### config.mk
export PLATFORM = sky130hd
export DESIGN_NAME = pmc_config_regs
export DESIGN_NICKNAME = d
export VERILOG_FILES = /design/src/pmc_pkg.sv /design/src/pmc_config_regs.sv /design/src/pmc_sync3.sv
export SDC_FILE = /design/constraint.sdc
export NUM_CORES = 1
export LEC_CHECK = 0
export BUFFER_PORTS_ARGS = -buffer_cell sky130_fd_sc_hd__buf_4
export CORE_ASPECT_RATIO = 0.9
export CORE_UTILIZATION = 45
export DETAILED_ROUTE_END_ITERATION = 16
export GPL_ROUTABILITY_DRIVEN = 1
export PLACE_DENSITY = 0.8
export SETUP_SLACK_MARGIN = 0.15
export SLEW_MARGIN = 20
export SYNTH_ARGS = -nofsm -noshare
export SYNTH_HDL_FRONTEND = slang
export SYNTH_SLANG_ARGS = --single-unit
### constraint.sdc
create_clock -name pclk -period 2.15 [get_ports pclk]
set_input_delay 0.215 -clock pclk [delete_from_list [all_inputs] [get_ports pclk]]
set_output_delay 0.215 -clock pclk [all_outputs]
set_load 0.01 [all_outputs]
### src/pmc_pkg.sv
package pmc_pkg;

  // bus geometry
  localparam int PMC_ADDR_W = 12;
  localparam int PMC_DATA_W = 32;
  localparam int PMC_REG_W = 16;

  // register indices; byte address is four times the index
  localparam logic [7:0] PMC_IDX_CTRL = 8'h32;
  localparam logic [7:0] PMC_IDX_CTRL2 = 8'h33;
  localparam logic [7:0] PMC_IDX_NEG_STS = 8'h37;
  localparam logic [7:0] PMC_IDX_FE_CFG = 8'h43;

  // mac_parallel_if_control fields
  localparam int PMC_CTRL_EN_BIT = 7;
  localparam int PMC_CTRL_RXTHR_LO = 5;
  localparam int PMC_CTRL_TXTHR_LO = 3;
  localparam int PMC_CTRL_TXSHIFT_BIT = 1;
  localparam int PMC_CTRL_RXSHIFT_BIT = 0;
  localparam int PMC_CTRL_UPPER_LO = 8;
  localparam logic [15:0] PMC_CTRL_MASK = 16'h00FB;
  localparam logic [15:0] PMC_CTRL_RST = 16'h00D0;
  localparam logic [15:0] PMC_CTRL_RST_STRAP = 16'h0050;
  localparam logic [1:0] PMC_THR_NOMINAL = 2'h2;

  // mac_parallel_if_control_two fields
  localparam int PMC_CTRL2_SKIP_BIT = 4;
  localparam int PMC_CTRL2_LAG_BIT = 3;
  localparam int PMC_CTRL2_LOWLAT_BIT = 2;
  localparam logic [15:0] PMC_CTRL2_MASK = 16'h001C;
  localparam logic [15:0] PMC_CTRL2_RST = 16'h0000;

  // serial_if_negotiation_status fields
  localparam int PMC_STS_PAGE_BIT = 1;
  localparam int PMC_STS_DONE_BIT = 0;

  // fast_ethernet_rx_config fields
  localparam int PMC_FE_TOOFF_BIT = 11;
  localparam int PMC_FE_RECOV_LO = 7;
  localparam int PMC_FE_FORCE_BIT = 6;
  localparam int PMC_FE_LINECODE_BIT = 5;
  localparam int PMC_FE_GAP_BIT = 4;
  localparam int PMC_FE_SCROFF_BIT = 2;
  localparam int PMC_FE_ODD_BIT = 1;
  localparam int PMC_FE_EARLY_BIT = 0;
  localparam logic [15:0] PMC_FE_MASK = 16'h0FF7;
  localparam logic [15:0] PMC_FE_RST = 16'h07A0;

  // cycles after reset release for the strap synchroniser stages to fill; the strap is taken two edges later
  localparam logic [1:0] PMC_STRAP_SETTLE = 2'h3;

endpackage

### src/pmc_config_regs.sv
`timescale 1ns/1ps
`default_nettype none

module pmc_config_regs
  import pmc_pkg::*;
#(
  parameter bit STRAP_ENABLE = 1'b0
) (
  input wire logic pclk,
  input wire logic presetn,
  input wire logic ce,
  input wire logic psel,
  input wire logic penable,
  input wire logic pwrite,
  input wire logic [PMC_ADDR_W-1:0] paddr,
  input wire logic [PMC_DATA_W-1:0] pwdata,
  input wire logic [3:0] pstrb,
  output logic [PMC_DATA_W-1:0] prdata,
  output logic pready,
  output logic pslverr,
  input wire logic strap_parallel_if_en,
  input wire logic serial_page_in,
  input wire logic serial_done_in,
  output logic parallel_if_enable,
  output logic [1:0] rx_fifo_midlevel,
  output logic [1:0] tx_fifo_midlevel,
  output logic tx_clk_shifted,
  output logic rx_clk_shifted,
  output logic async_fifo_skip,
  output logic async_skip_clock_lag,
  output logic low_latency_10_100,
  output logic unlock_timeout_off,
  output logic [3:0] unlock_recovery_ms,
  output logic force_link_good,
  output logic enhanced_line_code_detect,
  output logic enhanced_gap_detect,
  output logic scrambling_off,
  output logic odd_nibble_detect,
  output logic early_receive_valid
);

  localparam logic [15:0] CTRL_RESET =
    STRAP_ENABLE ? PMC_CTRL_RST_STRAP : PMC_CTRL_RST;
  // the agreement flop settles one edge after the settle count; load then
  localparam logic [2:0] STRAP_LOAD = {1'b0, PMC_STRAP_SETTLE} + 3'h1;

  logic [15:0] ctrl;
  logic [15:0] ctrl2;
  logic [15:0] fe_cfg;
  logic page_sync;
  logic done_sync;
  logic strap_sync;
  logic [2:0] strap_cnt;
  logic strap_taken;
  logic wr_done;
  logic access;
  logic [15:0] next_wdata;

  // address decode shared by reads and writes
  function automatic logic hit(input logic [PMC_ADDR_W-1:0] a,
                               input logic [7:0] idx);
    hit = (a == {2'h0, idx, 2'h0});
  endfunction

  function automatic logic mapped(input logic [PMC_ADDR_W-1:0] a);
    mapped = hit(a, PMC_IDX_CTRL) || hit(a, PMC_IDX_CTRL2) ||
             hit(a, PMC_IDX_NEG_STS) || hit(a, PMC_IDX_FE_CFG);
  endfunction

  // status inputs come from the serial PCS domain
  pmc_sync3 u_sync_page (
    .pclk(pclk),
    .presetn(presetn),
    .ce(ce),
    .din(serial_page_in),
    .dout(page_sync)
  );

  pmc_sync3 u_sync_done (
    .pclk(pclk),
    .presetn(presetn),
    .ce(ce),
    .din(serial_done_in),
    .dout(done_sync)
  );

  pmc_sync3 u_sync_strap (
    .pclk(pclk),
    .presetn(presetn),
    .ce(ce),
    .din(strap_parallel_if_en),
    .dout(strap_sync)
  );

  // read word assembly; reserved bits read zero
  function automatic logic [15:0] rd_word(input logic [PMC_ADDR_W-1:0] a,
                                          input logic [15:0] c1,
                                          input logic [15:0] c2,
                                          input logic pg,
                                          input logic dn,
                                          input logic [15:0] fe);
    logic [15:0] w;
    w = 16'h0000;
    if (hit(a, PMC_IDX_CTRL)) begin
      w = c1 & PMC_CTRL_MASK;
    end else if (hit(a, PMC_IDX_CTRL2)) begin
      w = c2 & PMC_CTRL2_MASK;
    end else if (hit(a, PMC_IDX_NEG_STS)) begin
      w[PMC_STS_PAGE_BIT] = pg;
      w[PMC_STS_DONE_BIT] = dn;
    end else if (hit(a, PMC_IDX_FE_CFG)) begin
      w = fe & PMC_FE_MASK;
    end
    rd_word = w;
  endfunction

  assign access = ce && psel && penable && !pready;
  assign wr_done = ce && psel && penable && pready && pwrite;

  // byte strobes gate the two low lanes that hold the 16-bit registers
  always_comb begin
    next_wdata = {pstrb[1] ? pwdata[15:8] : 8'h00,
                  pstrb[0] ? pwdata[7:0] : 8'h00};
  end

  // one wait state: pready rises on the second access cycle
  always_ff @(posedge pclk or negedge presetn) begin
    if (!presetn) begin
      pready <= 1'b0;
      pslverr <= 1'b0;
      prdata <= '0;
    end else if (ce) begin
      pready <= access;
      pslverr <= access && !mapped(paddr);
      if (access && !pwrite) begin
        prdata <= {16'h0000,
                   rd_word(paddr, ctrl, ctrl2, page_sync, done_sync,
                           fe_cfg)};
      end
    end
  end

  // strap is caught once the synchroniser has settled after release
  always_ff @(posedge pclk or negedge presetn) begin
    if (!presetn) begin
      strap_cnt <= 3'h0;
      strap_taken <= 1'b0;
    end else if (ce && !strap_taken) begin
      if (strap_cnt == STRAP_LOAD) begin
        strap_taken <= 1'b1;
      end else begin
        strap_cnt <= strap_cnt + 3'h1;
      end
    end
  end

  // interface control; a lane not strobed keeps its old bits
  always_ff @(posedge pclk or negedge presetn) begin
    if (!presetn) begin
      ctrl <= CTRL_RESET;
    end else if (ce) begin
      if (wr_done && hit(paddr, PMC_IDX_CTRL) && pstrb[0]) begin
        ctrl[7:0] <= next_wdata[7:0] & PMC_CTRL_MASK[7:0];
        ctrl[15:8] <= 8'h00;
      end else if (STRAP_ENABLE && !strap_taken &&
                   strap_cnt == STRAP_LOAD) begin
        ctrl[PMC_CTRL_EN_BIT] <= strap_sync;
      end
    end
  end

  // second interface control
  always_ff @(posedge pclk or negedge presetn) begin
    if (!presetn) begin
      ctrl2 <= PMC_CTRL2_RST;
    end else if (ce && wr_done && hit(paddr, PMC_IDX_CTRL2)) begin
      ctrl2[7:0] <= pstrb[0] ? (next_wdata[7:0] & PMC_CTRL2_MASK[7:0])
                             : ctrl2[7:0];
      ctrl2[15:8] <= 8'h00;
    end
  end

  // fast ethernet receive configuration; both lanes carry fields
  always_ff @(posedge pclk or negedge presetn) begin
    if (!presetn) begin
      fe_cfg <= PMC_FE_RST;
    end else if (ce && wr_done && hit(paddr, PMC_IDX_FE_CFG)) begin
      if (pstrb[0]) begin
        fe_cfg[7:0] <= next_wdata[7:0] & PMC_FE_MASK[7:0];
      end
      if (pstrb[1]) begin
        fe_cfg[15:8] <= next_wdata[15:8] & PMC_FE_MASK[15:8];
      end
    end
  end

  // control outputs come straight from register bits
  assign parallel_if_enable = ctrl[PMC_CTRL_EN_BIT];
  // codes pass unchanged; the FIFO reads larger as deeper
  assign rx_fifo_midlevel = ctrl[PMC_CTRL_RXTHR_LO +: 2];
  assign tx_fifo_midlevel = ctrl[PMC_CTRL_TXTHR_LO +: 2];
  assign tx_clk_shifted = ctrl[PMC_CTRL_TXSHIFT_BIT];
  assign rx_clk_shifted = ctrl[PMC_CTRL_RXSHIFT_BIT];
  assign async_fifo_skip = ctrl2[PMC_CTRL2_SKIP_BIT];
  assign async_skip_clock_lag = ctrl2[PMC_CTRL2_LAG_BIT];
  assign low_latency_10_100 = ctrl2[PMC_CTRL2_LOWLAT_BIT];
  assign unlock_timeout_off = fe_cfg[PMC_FE_TOOFF_BIT];
  assign unlock_recovery_ms = fe_cfg[PMC_FE_RECOV_LO +: 4];
  assign force_link_good = fe_cfg[PMC_FE_FORCE_BIT];
  assign enhanced_line_code_detect = fe_cfg[PMC_FE_LINECODE_BIT];
  assign enhanced_gap_detect = fe_cfg[PMC_FE_GAP_BIT];
  assign scrambling_off = fe_cfg[PMC_FE_SCROFF_BIT];
  assign odd_nibble_detect = fe_cfg[PMC_FE_ODD_BIT];
  assign early_receive_valid = fe_cfg[PMC_FE_EARLY_BIT];
endmodule // pmc_config_regs

`default_nettype wire

### src/pmc_sync3.sv
`timescale 1ns/1ps
`default_nettype none

module pmc_sync3 (
  input wire logic pclk,
  input wire logic presetn,
  input wire logic ce,
  input wire logic din,
  output logic dout
);

  logic s1;
  logic s2;
  logic s3;

  // three stages; only s2 and s3 are looked at past the first flop
  always_ff @(posedge pclk or negedge presetn) begin
    if (!presetn) begin
      s1 <= 1'b0;
      s2 <= 1'b0;
      s3 <= 1'b0;
    end else if (ce) begin
      s1 <= din;
      s2 <= s1;
      s3 <= s2;
    end
  end

  // a change counts only once the last two stages agree
  always_ff @(posedge pclk or negedge presetn) begin
    if (!presetn) begin
      dout <= 1'b0;
    end else if (ce && (s2 == s3)) begin
      dout <= s3;
    end
  end

endmodule // pmc_sync3

`default_nettype wire

Word-level counts from Yosys, hierarchy flattened. Index checks and enable logic that the tools add are counted.

Memory bits (writable): 0. Latch bits: 0. Input port bits: 57. Output and inout bits: 55. Memories kept: 0. ROM bits: 0. Register bits after elaboration: 47.

Add/subtract/negate cells: 0. Multiply operators: 0. Muxes and demuxes: 6. Divide/modulo/power cells: 0. Bitwise operators: 0. Shift-type cells: 0. Equal/unequal tests: 6. $lt $le $gt $ge: 0. Reduce and logical (&&, ||, !) cells: 25.

Operators by type and width (number): 12-bit by 8-bit == test with 1-bit output, second input constant (3); 16-bit 2-to-1 mux (2); 1-bit logical AND (14); 14-bit 2-to-1 mux (1); 12-bit by 9-bit == test with 1-bit output, second input constant (1); 12-bit 2-to-1 mux (1); 2-bit AND reduction (5); 8-bit 2-to-1 mux (1); 1-bit logical NOT (3); 1-bit logical OR (3); 1-bit == test (2); 2-bit 2-to-1 mux (1).

Longest topological paths before layout.
Depth in word-level cells: 7. Mapped depth: 6.

Modules after synthesis. From an unflattened synthesis, not the netlist that was laid out.

Cells, all modules: 171. Area, all modules: 2074.5 um^2.

Modules (own cells, without submodules): pmc_config_regs (cells each 151, seq. area each 885.8 um^2, area an instance 1761.7 um^2, instances 1); pmc_sync3 (cells each 10, seq. area each 100.1 um^2, area an instance 156.4 um^2, instances 2).

Worst setup path before layout. OpenSTA, ideal clock, no wires.

Path type: in2reg. From: input port paddr[5]. To: register fe_cfg[0]. Setup time: 125 ps. Stages: 5. Slack: 286 ps. Data arrival time: 1739 ps. Buffers on the path: 1. Required time: 2025 ps. Cell sequence: or4_4 > buf_6 > nor3_4 > nand3_4 > mux2_4.

Longest elaborated chain between the ends: 3.

RTL lines: from (decl) (RTL line pmc_config_regs.sv:15) `input wire logic [PMC_ADDR_W-1:0] paddr,`; 12-bit by 9-bit == test with 1-bit output (RTL line pmc_config_regs.sv:62) `hit = (a == {2'h0, idx, 2'h0});`; 1-bit logical AND (RTL line pmc_config_regs.sv:187) `end else if (ce && wr_done && hit(paddr, PMC_IDX_FE_CFG)) begin`; 2-bit AND reduction (no line); to (signal assigned) (RTL line pmc_config_regs.sv:189) `fe_cfg[7:0] <= next_wdata[7:0] & PMC_FE_MASK[7:0];`; to (decl) (RTL line pmc_config_regs.sv:49) `logic [15:0] fe_cfg;`.

No other way between the ends. A chain may end at the register's enable or synchronous reset.

Worst setup path in the final report.
From: register pready. To: register prdata[0].

Longest elaborated chain between the ends: 4.

RTL lines: from (decl) (RTL line pmc_config_regs.sv:19) `output logic pready,`; from (signal assigned) (RTL line pmc_config_regs.sv:133) `pready <= access;`; 1-bit logical NOT (RTL line pmc_config_regs.sv:117) `assign access = ce && psel && penable && !pready;`; 1-bit logical AND (RTL line pmc_config_regs.sv:117); 1-bit logical AND (RTL line pmc_config_regs.sv:135) `if (access && !pwrite) begin`; 2-bit AND reduction (no line); to (signal assigned) (RTL line pmc_config_regs.sv:136) `prdata <= {16'h0000,`; to (decl) (RTL line pmc_config_regs.sv:18) `output logic [PMC_DATA_W-1:0] prdata,`.

No other way between the ends.

==> flow_metrics.tcl <==
set metrics [dict create \
    regToRegSetupSlack_ns 0.33 \
    skew_ns 0.007605 \
    die_h_um 67.46 \
    syn_inst 171 \
    synth-seq-cells 43 \
    drive_gt1_frac 0.4675 \
    r2r_end "prdata[0]" \
    synth_compound_area_frac 0.06717 \
    final_max_slew_viol_count 0 \
    period_needed_ns 1.822 \
    cts.sinks 43 \
    crit_path_end_kind "register" \
    cp-start-kind "register" \
    cp_top_family "simple AND/OR/NAND/NOR gates" \
    setup-tns-final_ns 0 \
    relSlewSlack 0.6397 \
    vdd_drop_max_mv 0.3393 \
    synth_xor_area_frac 0 \
    placedCellCount 299 \
    max_freq_ghz 0.5489 \
    worst_pin_slew_ns 0.5404 \
    hold_violations 0 \
    instances_no_fill 308 \
    hold_start "pwdata[7]" \
    yosysSeqAreaShare 0.5070 \
    antenna_found_initial 0 \
    final_cell_mix "buf_4 (73), dfrtp_1 (35), conb_1 (20)" \
    die_area_um2 5041 \
    yosys.area_share.simple 0.1700 \
    max_stage_delay_ns 0.47 \
    m1WireLength_um 2017 \
    r2r_cells 5 \
    area_delta_synth_final_pct 28.33 \
    io_pins 112 \
    path_cells "nand4b_1, or2_2, buf_4, nor3_4, a221o_1" \
    core_um2 4518 \
    cellLeakagePower_nw 1.399 \
    syn_area_per_cell_um2 12.53 \
    hp-class "primary input to register" \
    rows 23 \
    dr_wl_met2_um 2249 \
    yosysWarnings 0 \
    final_common_cell "buf_4" \
    grt_pass1_vias 1557 \
    fin_nets 302 \
    rsz0062_at_grt "no" \
    synth_area_um2 2142 \
    status "finished, final reports clean" \
    p_per_area_nw_per_um2 559.7 \
    r2r_start "pready" \
    drc_errors 0 \
    dr.pass1.iters 4 \
    crit_fanout 9 \
    post-route-period-util 0.8474 \
    dr_total_vias 1548 \
    worst_path_max_delay_cell "dfrtp_1" \
    wirelength_um 4512 \
    overflow 0 \
    highest_layer "met4" \
    synthMuxAreaShare 0.1659 \
    wl_met3_um 212 \
    worstPathArrival_ns 2.05 \
    grt_first_pass_wirelength_um 7527 \
    grt_max_degree 44 \
    globalplace.congestion 0.7914 \
    cts_tree "built" \
    drt_iter0_drc 33 \
    drv_cap 0 \
    drt.antenna.violating_nets 0 \
    cts_htree_levels 2 \
    diodes 0 \
    hold_depth 2 \
    fp.dieW_um 74.73 \
    setup_viol 0 \
    via_per_inst 5.026 \
    synth_fa_ha_area_frac 0 \
    cts_made_buffers 5 \
    ys_types 45 \
    synth_top_family_by_area "simple AND/OR/NAND/NOR gates" \
    whs_endpoint "ctrl[7]" \
    worst-path-buf-inv 1 \
    whs_ns 0.1485 \
    wire_per_inst_um 14.65 \
    start_util 0.4741 \
    clk_latency_ns 0.29 \
    required_ns 2.38 \
    numPortBuffers 68 \
    hpwlAfterDp_um 3354 \
    crit_start "pready" \
    cts_max_path_buffers 2 \
    cts-root-buf "clkbuf_8" \
    track_usage 0.2013 \
    criticalPathCategory "register to register" \
    clk_pin_slew_ns 0.08 \
]
[metrics by stage]
| step | area, um^2 | setup WS, ns | power [mW] | util |
|---|---|---|---|---|
| 6_report | 2749 | 0.3282 | 1.538 | 0.6084 |
| 5_1_grt | 2749 | 0.2289 | 1.618 | 0.6084 |
| 4_1_cts | 2749 | 0.3217 | 1.556 | 0.6084 |
| 3_5_place_dp | 2658 | 0.1581 | 1.065 | 0.5882 |
| 3_3_place_gp | 2658 | 0.1804 | 1.054 | 0.5882 |
| 2_1_floorplan | 2213 | 0.2861 | 0.9865 | - |
[Yosys cell counts (all sizes together)]
cell type,instances,area [um^2]
a221oi,1,8.760
or3b,1,8.760
o31ai,1,7.510
nand3,8,57.56
o32ai,1,8.760
and4b,1,10.01
nand2,9,36.29
o21ai,2,10.00
a22oi,1,7.510
nor2b,1,6.260
mux2i,1,10.01
a21oi,4,20.02
or4,2,18.77
nor4,2,12.51
and3b,1,8.760
nand4bb,1,11.26
a22o,7,61.31
or3,1,11.26
dfstp,8,210.2
nor3b,4,35.03
nand2b,2,12.51
nor2,8,30.03
a221o,2,20.02
dfrtp,35,875.8
mux2,27,345.3
nand4,6,52.55
nand4b,1,8.760
clkbuf,4,15.01
inv,2,7.510
nor3,3,37.53
or2,1,6.260
buf,22,166.4
conb,1,3.750
[final cells by class]
type,instances,area [um^2]
tap,62,77.57
sequential,43,1086
inverter,2,7.507
clock inverter,1,5.005
multi-input combinational,119,938.4
fill,400,1769
clock buffer,7,76.32
timing repair buffer,74,558.0
[how the worst max path moves through the flow]
stage | to | slack [ns] | cells past startpoint
after CTS | prdata[0] | 0.32 | 5
final | prdata[0] | 0.33 | 5
after global placement | fe_cfg[2] | 0.18 | 5
after global routing | prdata[0] | 0.23 | 5
after detailed placement | fe_cfg[4] | 0.16 | 5
after floorplan | fe_cfg[0] | 0.29 | 5
[timing repair]
item	in CTS	in global routing
endpoints found under the hold margin	35	0
hold buffers	1	0
setup buffers	0	0
gates resized for setup	0	0
[sequential cells by signal (all words and copies together) (netlist names)]
register	cells
prdata	12
u_sync_page.dout	1
pready	1
ctrl2	3
pslverr	1
fe_cfg	11
u_sync_page.s1	1
u_sync_page.s3	1
u_sync_done.s3	1
ctrl	7
u_sync_done.s1	1
u_sync_page.s2	1
u_sync_done.s2	1
u_sync_done.dout	1
[kinds of logic (layout without fill, tap and decap cells)]
family / after synthesis / after routing
flip-flops: 43 / 43
other: 1 / 20
AO/OA/AOI/OAI: 19 / 19
multiplexers: 28 / 28
buffers and inverters: 28 / 84
AND/OR/NAND/NOR: 52 / 52
[per-layer routing]
layer | track usage | up-vias
met4 | 0.04009 | 0
met1 | 0.2733 | 749
met5 | 0 | -
met2 | 0.3288 | 59
met3 | 0.04925 | 6
li1 | - | 734
[where the power goes]
part	internal, mW	total (mW)	switching (mW)	leakage [nW]
sequential	0.844	0.872	0.0277	0.552
clock	0.228	0.489	0.260	0.0422
combinational	0.0871	0.178	0.0910	0.804
total	1.16	1.54	0.379	1.40
No activity file was read; power rests on OpenSTA's default activity.
